--- src/rtl/psb_pkg.sv ---
// constants for the gigabit status, bypass control and error counter registers
package psb_pkg;
  // register addresses on the management port
  localparam logic [4:0]  ADDR_STATUS_EXT2   = 5'h11;
  localparam logic [4:0]  ADDR_BYPASS_CTRL   = 5'h12;
  localparam logic [4:0]  ADDR_RX_ERR_COUNT  = 5'h13;
  localparam logic [4:0]  ADDR_FALSE_CARRIER = 5'h14;
  // status extension bit positions
  localparam int          ST_DESCR_LOCKED    = 15;
  localparam int          ST_LOCK_ERROR      = 14;
  localparam int          ST_DISCONNECT      = 13;
  localparam int          ST_LINK_ACTIVE     = 12;
  localparam int          ST_RX_ERROR        = 11;
  localparam int          ST_TX_ERROR        = 10;
  localparam int          ST_START_DELIM     = 9;
  localparam int          ST_END_DELIM       = 8;
  localparam int          ST_CARRIER_EXT     = 7;
  localparam int          ST_LEGACY_PARTNER  = 6;
  localparam int          ST_CROSSOVER_ERR   = 5;
  // bypass control bit positions
  localparam int          BC_TX_DISABLE      = 15;
  localparam int          BC_BYPASS_4B5B     = 14;
  localparam int          BC_BYPASS_SCRAM    = 13;
  localparam int          BC_BYPASS_DESCRAM  = 12;
  localparam int          BC_BYPASS_PCS_RX   = 11;
  localparam int          BC_BYPASS_PCS_TX   = 10;
  localparam int          BC_BYPASS_INHIBIT  = 9;
  localparam int          BC_XOVER_FORCED    = 7;
  localparam int          BC_LEGACY_DIS      = 6;
  localparam int          BC_PAIR_SWAP_DIS   = 5;
  localparam int          BC_POLARITY_DIS    = 4;
  localparam int          BC_PARALLEL_DET    = 3;
  localparam int          BC_PULSE_SHAPE_DIS = 2;
  localparam int          BC_NEXT_PAGE_DIS   = 1;
  // reset values and masks
  localparam logic [15:0] BYPASS_RESET       = 16'h0088;
  localparam logic [15:0] BYPASS_WRITABLE    = 16'hFEFE;
  localparam logic [15:0] BYPASS_STICKY      = 16'h00FA;
  localparam logic [15:0] STATUS_RESET       = 16'h0000;
  localparam int          COUNT_WIDTH        = 8;
endpackage

--- src/rtl/psb_regs.sv ---
// gigabit status, bypass control and error counter management registers
`timescale 1ns/1ps
`default_nettype none
// Contract
// [RULE1] descrambler lock bit15, link active bit12
// [RULE2] lock error bit14, disconnect bit13 self-clear
// [RULE3] receive error bit11, transmit error bit10
// [RULE4] start delimiter bit9, end delimiter bit8
// [RULE5] carrier extension error flag in bit7
// [RULE6] legacy partner bit6, crossover error bit5
// [RULE7] control bit15 disables the line transmitter
// [RULE8] bits 14/13/12 bypass encoder, scrambler, descrambler
// [RULE9] bits 11/10 bypass receive/transmit coding path
// [RULE10] bit9 bypasses link fail inhibit timer
// [RULE11] sticky bit7 stops crossover at forced speed
// [RULE12] sticky bit6 disables legacy partner detection
// [RULE13] sticky bit5 disables pair swap correction
// [RULE14] sticky bit4 disables polarity inversion correction
// [RULE15] sticky bit3 honours advertised ability when one
// [RULE16] bit2 disables transmit pulse shaping filter
// [RULE17] sticky bit1 hands next pages to host
// [RULE18] host then exchanges pages, forces configuration
// [RULE19] receive error counter saturates, clears on read
// [RULE20] false carrier counter saturates, clears on read
// [RULE21] sticky bits survive soft reset when enabled
// [RULE22] flags latch on event, clear after read
module psb_regs
  import psb_pkg::*;
(
  input  wire logic        clock,
  input  wire logic        reset,
  input  wire logic        soft_reset,
  input  wire logic        sticky_reset_enable,
  input  wire logic [4:0]  reg_addr,
  input  wire logic        reg_write,
  input  wire logic        reg_read,
  input  wire logic [15:0] reg_wdata,
  output logic [15:0]      reg_rdata,
  output logic             reg_rvalid,
  input  wire logic        descrambler_locked,
  input  wire logic        link_active,
  input  wire logic        legacy_partner_seen,
  input  wire logic        crossover_error_seen,
  input  wire logic        lock_error_event,
  input  wire logic        disconnect_event,
  input  wire logic        rx_error_event,
  input  wire logic        tx_error_event,
  input  wire logic        start_delimiter_error,
  input  wire logic        end_delimiter_error,
  input  wire logic        carrier_ext_error_event,
  input  wire logic        receive_error_event,
  input  wire logic        false_carrier_event,
  input  wire logic        speed_forced,
  input  wire logic        autoneg_enabled,
  input  wire logic        base_page_exchanged,
  output logic             transmit_disable,
  output logic             bypass_4b5b,
  output logic             bypass_scrambler,
  output logic             bypass_descrambler,
  output logic             bypass_pcs_receive,
  output logic             bypass_pcs_transmit,
  output logic             bypass_link_fail_inhibit_timer,
  output logic             auto_crossover_enable,
  output logic             legacy_detect_enable,
  output logic             pair_swap_correction_enable,
  output logic             polarity_correction_enable,
  output logic             parallel_detect_honour_ability,
  output logic             pulse_shaping_disable,
  output logic             auto_next_page_enable,
  output logic             host_next_page_control
);
  logic [15:0] control;
  logic [15:0] flags;
  logic [7:0]  rx_err_count;
  logic [7:0]  false_carrier_count;

  // address decode
  wire sel_status  = (reg_addr == ADDR_STATUS_EXT2);
  wire sel_control = (reg_addr == ADDR_BYPASS_CTRL);
  wire sel_rx_err  = (reg_addr == ADDR_RX_ERR_COUNT);
  wire sel_false   = (reg_addr == ADDR_FALSE_CARRIER);
  wire write_ctrl  = reg_write && sel_control;
  wire read_status = reg_read && sel_status;

  // self-clearing event flags, set wins over a read clear
  wire [15:0] flag_events = {1'b0, lock_error_event, disconnect_event, 1'b0,
                             rx_error_event, tx_error_event, start_delimiter_error,
                             end_delimiter_error, carrier_ext_error_event, 7'h00};
  wire [15:0] next_flags  = (read_status ? 16'h0000 : flags) | flag_events;  // [RULE22]

  // live status levels
  wire [15:0] status_live;
  assign status_live[ST_DESCR_LOCKED]   = descrambler_locked;  // [RULE1]
  assign status_live[ST_LINK_ACTIVE]    = link_active;  // [RULE1]
  assign status_live[ST_LEGACY_PARTNER] = legacy_partner_seen && legacy_detect_enable;  // [RULE6]
  assign status_live[ST_CROSSOVER_ERR]  = crossover_error_seen;  // [RULE6]
  assign status_live[14:13]             = 2'b00;
  assign status_live[11:7]              = 5'h00;
  assign status_live[4:0]               = 5'h00;
  wire [15:0] status_word = status_live | flags;

  // control register: write, or soft reset keeping sticky bits when sticky_reset_enable is set
  wire [15:0] soft_value   = sticky_reset_enable
                           ? ((control & BYPASS_STICKY) | (BYPASS_RESET & ~BYPASS_STICKY))
                           : BYPASS_RESET;  // [RULE21]
  wire [15:0] next_control = soft_reset ? soft_value
                           : write_ctrl ? (reg_wdata & BYPASS_WRITABLE) : control;

  // read data selection, unmapped reads as zero
  wire [15:0] read_value = sel_status  ? status_word
                         : sel_control ? control
                         : sel_rx_err  ? {8'h00, rx_err_count}
                         : sel_false   ? {8'h00, false_carrier_count}
                         : 16'h0000;

  // next page hand-back to the host after the base page
  wire next_host_np = control[BC_NEXT_PAGE_DIS]
                    && (host_next_page_control || base_page_exchanged);  // [RULE17]

  // register state
  always_ff @(posedge clock) begin
    if (reset) begin
      control                <= BYPASS_RESET;
      flags                  <= STATUS_RESET;
      reg_rdata              <= 16'h0000;
      reg_rvalid             <= 1'b0;
      host_next_page_control <= 1'b0;
    end else begin
      control                <= next_control;
      flags                  <= next_flags;  // [RULE2] [RULE3] [RULE4] [RULE5]
      reg_rdata              <= reg_read ? read_value : reg_rdata;
      reg_rvalid             <= reg_read;
      host_next_page_control <= next_host_np;
    end
  end

  // error counters
  psb_sat_counter #(.WIDTH(COUNT_WIDTH)) u_rx_err (
    .clock       (clock),
    .reset       (reset),
    .count_event (receive_error_event),
    .read_clear  (reg_read && sel_rx_err),  // [RULE19]
    .count       (rx_err_count)
  );
  psb_sat_counter #(.WIDTH(COUNT_WIDTH)) u_false_carrier (
    .clock       (clock),
    .reset       (reset),
    .count_event (false_carrier_event),
    .read_clear  (reg_read && sel_false),  // [RULE20]
    .count       (false_carrier_count)
  );

  // control outputs to the line datapath
  assign transmit_disable               = control[BC_TX_DISABLE];  // [RULE7]
  assign bypass_4b5b                    = control[BC_BYPASS_4B5B];  // [RULE8]
  assign bypass_scrambler               = control[BC_BYPASS_SCRAM];  // [RULE8]
  assign bypass_descrambler             = control[BC_BYPASS_DESCRAM];  // [RULE8]
  assign bypass_pcs_receive             = control[BC_BYPASS_PCS_RX];  // [RULE9]
  assign bypass_pcs_transmit            = control[BC_BYPASS_PCS_TX];  // [RULE9]
  assign bypass_link_fail_inhibit_timer = control[BC_BYPASS_INHIBIT];  // [RULE10]
  assign auto_crossover_enable          = !(control[BC_XOVER_FORCED] && speed_forced);  // [RULE11]
  assign legacy_detect_enable           = !control[BC_LEGACY_DIS];  // [RULE12]
  assign pair_swap_correction_enable    = autoneg_enabled && !control[BC_PAIR_SWAP_DIS];  // [RULE13]
  assign polarity_correction_enable     = !control[BC_POLARITY_DIS];  // [RULE14]
  assign parallel_detect_honour_ability = control[BC_PARALLEL_DET];  // [RULE15]
  assign pulse_shaping_disable          = control[BC_PULSE_SHAPE_DIS];  // [RULE16]
  assign auto_next_page_enable          = !control[BC_NEXT_PAGE_DIS];  // [RULE17]

  // checks
  property p_ctrl_write;
    @(posedge clock) disable iff (reset)
      (write_ctrl && !soft_reset) |=> (control == ($past(reg_wdata) & BYPASS_WRITABLE));
  endproperty
  a_ctrl_write: assert property (p_ctrl_write) else $error("control write not stored");  // [RULE7]

  property p_tx_disable;
    @(posedge clock) disable iff (reset)
      (write_ctrl && !soft_reset && reg_wdata[BC_TX_DISABLE]) |=> transmit_disable;
  endproperty
  a_tx_disable: assert property (p_tx_disable) else $error("transmitter not disabled");  // [RULE7]

  property p_bypass_outputs;
    @(posedge clock) disable iff (reset)
      (write_ctrl && !soft_reset) |=>
        ({bypass_4b5b, bypass_scrambler, bypass_descrambler, bypass_pcs_receive,
          bypass_pcs_transmit, bypass_link_fail_inhibit_timer} == $past(reg_wdata[14:9]));
  endproperty
  a_bypass_outputs: assert property (p_bypass_outputs) else $error("bypass bits wrong");  // [RULE8]

  property p_soft_keep;
    @(posedge clock) disable iff (reset)
      (soft_reset && sticky_reset_enable) |=>
        ((control & BYPASS_STICKY) == ($past(control) & BYPASS_STICKY))
        && ((control & ~BYPASS_STICKY) == (BYPASS_RESET & ~BYPASS_STICKY));
  endproperty
  a_soft_keep: assert property (p_soft_keep) else $error("sticky bits lost on soft reset");  // [RULE21]

  property p_soft_default;
    @(posedge clock) disable iff (reset)
      (soft_reset && !sticky_reset_enable) |=> (control == BYPASS_RESET);
  endproperty
  a_soft_default: assert property (p_soft_default) else $error("soft reset kept bits");  // [RULE21]

  property p_flag_hold;
    @(posedge clock) disable iff (reset)
      (lock_error_event && !read_status) ##1 !read_status |=> flags[ST_LOCK_ERROR];
  endproperty
  a_flag_hold: assert property (p_flag_hold) else $error("lock error flag dropped");  // [RULE2]

  property p_flag_clear;
    @(posedge clock) disable iff (reset)
      read_status |=> (flags == $past(flag_events));
  endproperty
  a_flag_clear: assert property (p_flag_clear) else $error("flags not cleared by read");  // [RULE22]

  property p_read_answer;
    @(posedge clock) disable iff (reset)
      reg_read |=> (reg_rvalid && reg_rdata == $past(read_value));
  endproperty
  a_read_answer: assert property (p_read_answer) else $error("read answer wrong");  // [RULE1]

  property p_crossover;
    @(posedge clock) disable iff (reset)
      (control[BC_XOVER_FORCED] && speed_forced) |-> !auto_crossover_enable;
  endproperty
  a_crossover: assert property (p_crossover) else $error("crossover not disabled");  // [RULE11]

  property p_next_page;
    @(posedge clock) disable iff (reset)
      (control[BC_NEXT_PAGE_DIS] && base_page_exchanged && !soft_reset && !write_ctrl)
        |=> host_next_page_control;
  endproperty
  a_next_page: assert property (p_next_page) else $error("next page not handed back");  // [RULE17]

  property p_flag_set_wins;
    @(posedge clock) disable iff (reset)
      (read_status && carrier_ext_error_event) |=> flags[ST_CARRIER_EXT];
  endproperty
  a_flag_set_wins: assert property (p_flag_set_wins) else $error("flag lost");  // [RULE22]

  property p_rvalid_pulse;
    @(posedge clock) disable iff (reset)
      !reg_read |=> !reg_rvalid;
  endproperty
  a_rvalid_pulse: assert property (p_rvalid_pulse) else $error("stray answer");  // [RULE1]

  property p_next_page_drop;
    @(posedge clock) disable iff (reset)
      !control[BC_NEXT_PAGE_DIS] |=> !host_next_page_control;
  endproperty
  a_next_page_drop: assert property (p_next_page_drop) else $error("pages kept");  // [RULE17]

  property p_reserved_zero;
    @(posedge clock) disable iff (reset)
      (control & ~BYPASS_WRITABLE) == 16'h0000;
  endproperty
  a_reserved_zero: assert property (p_reserved_zero) else $error("reserved set");  // [RULE7]

  c_flag_read: cover property (@(posedge clock) disable iff (reset)
    read_status && flags[ST_RX_ERROR]);
  c_soft_sticky: cover property (@(posedge clock) disable iff (reset)
    soft_reset && sticky_reset_enable && !control[BC_XOVER_FORCED]);
  c_host_np: cover property (@(posedge clock) disable iff (reset) host_next_page_control);
endmodule
`default_nettype wire

--- src/rtl/psb_sat_counter.sv ---
// saturating event counter that clears when read
`timescale 1ns/1ps
`default_nettype none
module psb_sat_counter
  import psb_pkg::*;
#(
  parameter int WIDTH = COUNT_WIDTH
) (
  input  wire logic             clock,
  input  wire logic             reset,
  input  wire logic             count_event,
  input  wire logic             read_clear,
  output logic [WIDTH-1:0]      count
);
  wire              at_max = (count == {WIDTH{1'b1}});
  wire  [WIDTH-1:0] next_count;

  // a read clears; an event in the read cycle is kept as one
  assign next_count = read_clear ? {{(WIDTH-1){1'b0}}, count_event}
                    : (count_event && !at_max) ? count + 1'b1 : count;

  // counter register
  always_ff @(posedge clock) begin
    if (reset) begin
      count <= '0;
    end else begin
      count <= next_count;
    end
  end

  // saturation holds the top value
  property p_saturate;
    @(posedge clock) disable iff (reset)
      (at_max && !read_clear) |=> (count == {WIDTH{1'b1}});
  endproperty
  a_saturate: assert property (p_saturate) else $error("counter left saturation");  // [RULE19]

  // read clears unless an event coincides
  property p_read_clear;
    @(posedge clock) disable iff (reset)
      read_clear |=> (count == {{(WIDTH-1){1'b0}}, $past(count_event)});
  endproperty
  a_read_clear: assert property (p_read_clear) else $error("counter not cleared on read");  // [RULE20]

  // counting below the top adds one
  property p_increment;
    @(posedge clock) disable iff (reset)
      (count_event && !read_clear && !at_max) |=> (count == $past(count) + 1'b1);
  endproperty
  a_increment: assert property (p_increment) else $error("counter missed an event");  // [RULE19]

  c_saturated: cover property (@(posedge clock) disable iff (reset) at_max);
endmodule
`default_nettype wire

--- config.mk ---
export PLATFORM = sky130hd
export DESIGN_NAME = psb_regs
export DESIGN_NICKNAME = d
export VERILOG_FILES = /design/src/rtl/psb_pkg.sv /design/src/rtl/psb_regs.sv /design/src/rtl/psb_sat_counter.sv
export SDC_FILE = /design/constraint.sdc
export NUM_CORES = 1
export LEC_CHECK = 0
export ABC_AREA = 1
export BUFFER_PORTS_ARGS = -buffer_cell sky130_fd_sc_hd__clkbuf_2
export CAP_MARGIN = 10
export CORE_ASPECT_RATIO = 0.6
export CORE_UTILIZATION = 52
export CTS_CLUSTER_SIZE = 25
export DETAILED_ROUTE_END_ITERATION = 12
export PLACE_DENSITY_LB_ADDON = 0.25
export SETUP_SLACK_MARGIN = 0.2
export SYNTH_ARGS = -nofsm -noshare
export SYNTH_HDL_FRONTEND = slang
export SYNTH_SLANG_ARGS = --single-unit
--- constraint.sdc ---
create_clock -name clock -period 1.5 [get_ports clock]
set_input_delay 0.15 -clock clock [delete_from_list [all_inputs] [get_ports clock]]
set_output_delay 0.15 -clock clock [all_outputs]
set_load 0.03 [all_outputs]
; ---- Word level (Yosys, flattened, before mapping)
; Index checks and enable logic that the tools add are counted.
[word_totals]
ff_bits = 66
inputBits = 43
[classes]
muxes = 12
reduce_logical = 24
bitwise_logic = 2
add_sub_neg = 2
n_eq_ne = 7
[op_table]
columns = op, n
row1 = two-way mux 16 bit, 5
row2 = two-way mux 8 bit, 3
row3 = == test 5 bit (second input constant), 4
row4 = adder 8 x 1 -> 8 bit (second input constant), 2
row5 = == test 8 bit (second input constant), 2
row6 = OR 16 x 15 -> 16 bit, 1
row7 = OR 16 bit, 1
row8 = logical AND 1 bit, 10
row9 = logical NOT 1 bit, 7
row10 = nonzero test 2 bit, 3
row11 = two-way mux 1 bit, 4
row12 = OR reduction 2 bit, 2
row13 = inequality test 2 bit (second input constant), 1
row14 = AND reduction 2 bit, 1
row15 = logical OR 1 bit, 1

; ---- Depth between registers and ports, before layout
[logic_depth]
word_depth = 5
ltp_mapped = 9

; ---- Hierarchy
; From an unflattened synthesis, not the netlist that was laid out.
[hier_totals]
hier_cells = 424
hier_area_um2 = 2830.2
[by_module_without_submodules]
columns = module, seq_area_each_um2, cells_per_inst, area_per_inst_um2, instances
row1 = psb_regs, 780.7, 272, 1844.3, 1
row2 = psb_sat_counter, 160.2, 76, 493.0, 2

; ---- Least setup slack after synthesis
; No wires, ideal clock.
[synth_path]
path_kind = reg-to-reg
startpoint = reg u_false_carrier.count[0]
endpoint = reg u_false_carrier.count[6]
path_stages_with_launch = 9
t_required_ps = 1377
setup_time_ps = 123
period_less_slack_ps = 1380
arrival_time_ps = 1257
slack_ps = 120
path_cell_list = dfxtp_1 ha_1 inv_1 nor2_1 nand2_1 nand2_1 inv_1 nand3_1 a21oi_1
[synth_via]
elab_chain_len = 3
elab_cells_between_ends = 4
[synth_rtl]
columns = element, line_no
row1 = from (decl), psb_sat_counter.sv:13  ; output logic [WIDTH-1:0] count
row2 = from (signal assigned), psb_sat_counter.sv:27  ; count <= next_count;
row3 = "parallel branches: the longest is 3 deep, another holds adder 8 x 1 -> 8 bit", n/a
; Several ways; the timed one is not identified.
; A chain may end at the register's enable or synchronous reset.

; ---- Worst setup path after layout
[layout_path]
startpoint = reg u_rx_err.count[0]
endpoint = reg u_rx_err.count[0]
[layout_via]
elab_chain_len = 4
elab_cells_between_ends = 7
[layout_rtl]
columns = element, line_no
row1 = from (decl), psb_sat_counter.sv:13
row2 = from (signal assigned), psb_sat_counter.sv:27
row3 = "parallel branches: the longest is 4 deep, another holds adder 8 x 1 -> 8 bit", n/a
; Several ways; the timed one is not identified. The select of a mux whose other input is x is not followed.

==> key figures <==
Critical path
  – Critical Path Max Stage Delay: roughly 0.37 ns
  – Startpoint types: flip-flop
  – Maximum fanout along the worst path: 5
  – Crit path buf inv count: 0
  – Crit-path slowest cell: dfxtp_2
  – CP Data Arrival Time: approximately 1.5 ns
  – Critical path type: reg -> reg
  – Crit path required time: between 1.5 and 2 ns
  – Critical-path cell list: ha_4, nand2_1, nor2_1, nand2_2, nand2_4, nand3_1, a21oi_2
  – CP top delay family: simple AND/OR/NAND/NOR gates
  – Worst Setup End Kind: flip-flop

GRT
  – Initial antenna violation count: 0
  – GRT Overall Usage: roughly 28%
  – First-pass GRT wire length: roughly 12 mm
  – Vias in the first global route: approximately 2500
  – Largest net degree at the start of global routing: 34
  – Gr ovfl total: 0

STA
  – Slew at the pin closest to its max-slew limit: 0.4340 ns
  – Setup Skew: 0.001950 ns
  – Headroom to the max-slew limit: between 70% and 80%
  – Setup Viol. Count Final: 0
  – Final min period: ~1.3 ns
  – RSZ-0062 raised after global routing: true
  – Fin. max-slew vios: 0
  – Hold WS: roughly 0.045 ns
  – Crit share post-route: about 85%
  – Final hold viol count: 0
  – Achievable frequency: a little under 0.8 GHz
  – Setup TNS Final: 0 ns

Die
  – Die H: between 50 and 60 µm
  – Chip width: 95.03 µm
  – Row count: 19
  – Initial core utilization: a little under three fifths
  – Core area: between 4000 and 5000 µm²
  – I/O pin cnt: 75
  – DIE AREA: ~5500 µm²

Placement
  – IO Port Bufs: a little over 70
  – Gp weighted congestion: 0.9214
  – Placed cell area: between 3000 and 4000 µm²
  – HPWL after detailed placement: around 5.6 mm

Final layout
  – Area grow syn2layout: 27.85%
  – Most frequent cells in the layout: nand2_1 (113), clkbuf_2 (72), a21oi_1 (48), dfxtp_1 (48), nor2_1 (39)
  – Share of cells above drive strength 1: 28.54%
  – Nets: about 540
  – Fin util: just over 70%
  – Most common cell after layout, fill and taps aside: nand2_1
  – Final instance area: ~3500 µm²
  – Antenna cells: 0

Synth
  – Synthesized area: about 2700 µm²
  – Sequential fraction of the synthesis area: roughly two fifths
  – Syn avg cell area: 6.733 µm²
  – Synth cell types: 27
  – Syn nets: between 400 and 500
  – Yosys top cell by area: dfxtp_1
  – Cells after Synth: about 400
  – FF+latch count, synth: between 50 and 60
  – Synth area leaders: dfxtp_1 (41%), nand2_1 (16%), a21oi_1 (9.5%)
  – Synth top area share: between 40% and 50%
  – Ys Warns: 0

Clock network
  – Hold-fix buffers, CTS: 0
  – Clock-pin slew on the worst setup and hold paths: ~0.10 ns
  – Max Buffers Root-to-Sink: 2
  – CTS tree: yes
  – CTS H-Tree Depth: 2
  – Clock Tree Root: clkbuf_8
  – Num CTS Buffers: 5
  – Clock latency on the worst-skew pair: around 0.30 ns
  – CTS sink cnt: 55

Routing
  – Vias per cell: around 5.4
  – First-pass iteration count of the detailed router: 5
  – DRC viols: 0
  – Drt wl/cell: roughly 14 µm
  – Via count: 2995
  – Remaining antenna violation count after routing: 0
  – Final WL: around 7.5 mm
  – First DRT Iteration DRCs: between 200 and 250

Run status
  – Status: complete, no violations

Pwr
  – Switch share: ~25%
  – NetSw: approximately 0.71 mW
  – P_leak: about 1.6 nW
  – Max VDD drop: roughly 0.55 mV
  – Sequential share of power: a little over half
  – Power Density: 813.0 nW/µm²
  – Total power: ~2.8 mW
  – Clk pwr share: around 35%
  – P_int: 2.098 mW
  – Comb pwr share: approximately 11%

Worst hold path
  – Worst hold-check path type: in -> reg

Run
  – Max_cap viols: 0
cell type report:
cell class                      count  area (µm²)
Clock buffer                        5       68.82
Clock inverter                      2       37.54
Fill cell                         398        1326
Inverter                           44       165.2
Multi-Input combinational cell    292        1449
Sequential cell                    55        1112
Tap cell                           63       78.83
Timing Repair Buffer               96       540.5
path summary, 6_finish.rpt:
check	startpoint	to	slack, ns	depth (start not counted)
worst max register to register	u_rx_err.count[0]	u_rx_err.count[0]	0.22	7
worst min-delay path	disconnect_event	flags[13]	0.04	3
worst min register to register	reg_rdata[10]	reg_rdata[10]	0.48	2
worst max-delay path	u_rx_err.count[0]	u_rx_err.count[0]	0.22	7
what timing repair did:
item / 4_1_cts / 5_1_grt
setup buffers: 2 / 0
setup endpoints to repair: 13 / 16
resized for setup: 4 / 21
pin swaps: 3 / 7
cloned: 0 / 1
registers in the layout, indices dropped and copies added (netlist names):
register,flops
control,14
flags,7
host_next_page_control,1
reg_rdata,16
reg_rvalid,1
u_false_carrier.count,8
u_rx_err.count,8
power groups by stage:
stage | Clock [mW] | Combinational [mW] | Sequential [mW]
finish | 0.972 | 0.318 | 1.52
global route | 1.05 | 0.349 | 1.52
CTS | 0.986 | 0.304 | 1.51
detailed placement | 0 | 0.298 | 1.54
global placement | 0 | 0.292 | 1.54
floorplan | 0 | 0.147 | 1.56
synthesized netlist by cell type (all sizes together):
| cell type | count |
|---|---|
| dfxtp | 55 |
| a21oi | 52 |
| clkbuf | 4 |
| o21ai | 9 |
| clkinv | 2 |
| nand4 | 17 |
| nor2 | 48 |
| inv | 42 |
| or2 | 1 |
| nand2 | 119 |
| xor2 | 5 |
| buf | 7 |
| xnor2 | 1 |
| nand3 | 36 |
| ha | 2 |
| nor3 | 1 |
per-layer routing:
layer | GRT usage, % | vias to the layer above | share of wire, %
met1 | 43.72 | 1377 | 50
met3 | 5.643 | 7 | 8.2
met5 | 0 | - | 0
li1 | - | 1480 | -
met2 | 39.16 | 131 | 41
met4 | 5.195 | 0 | 0.57
worst register-to-register path, cell delays in order (launching register included):
cell and delay, ns:
dfxtp_2 0.37, ha_4 0.14, nand2_1 0.06, nor2_1 0.15, nand2_2 0.12, nand2_4 0.12, nand3_1 0.10, a21oi_2 0.16
logic make-up (layout without fill, tap and decap cells):
group | count (synthesis) | after routing | share of synthesized area, %
AO/OA/AOI/OAI | 61 | 61 | 11.45
AND/OR/NAND/NOR | 222 | 223 | 36.56
flip-flops | 55 | 55 | 40.78
XOR/XNOR | 6 | 6 | 1.946
buffers and inverters | 55 | 147 | 8.340
adder cells (fa/ha/maj) | 2 | 2 | 0.9266
per-stage QoR:
stage / setup slack [ns] / cells
global route: 0.1394 / 557
finish: 0.2190 / 557
floorplan: 0.2259 / 401
detailed placement: 0.1280 / 547
global placement: 0.1696 / 547
CTS: 0.1993 / 556
No activity file was read; power rests on OpenSTA's default activity.
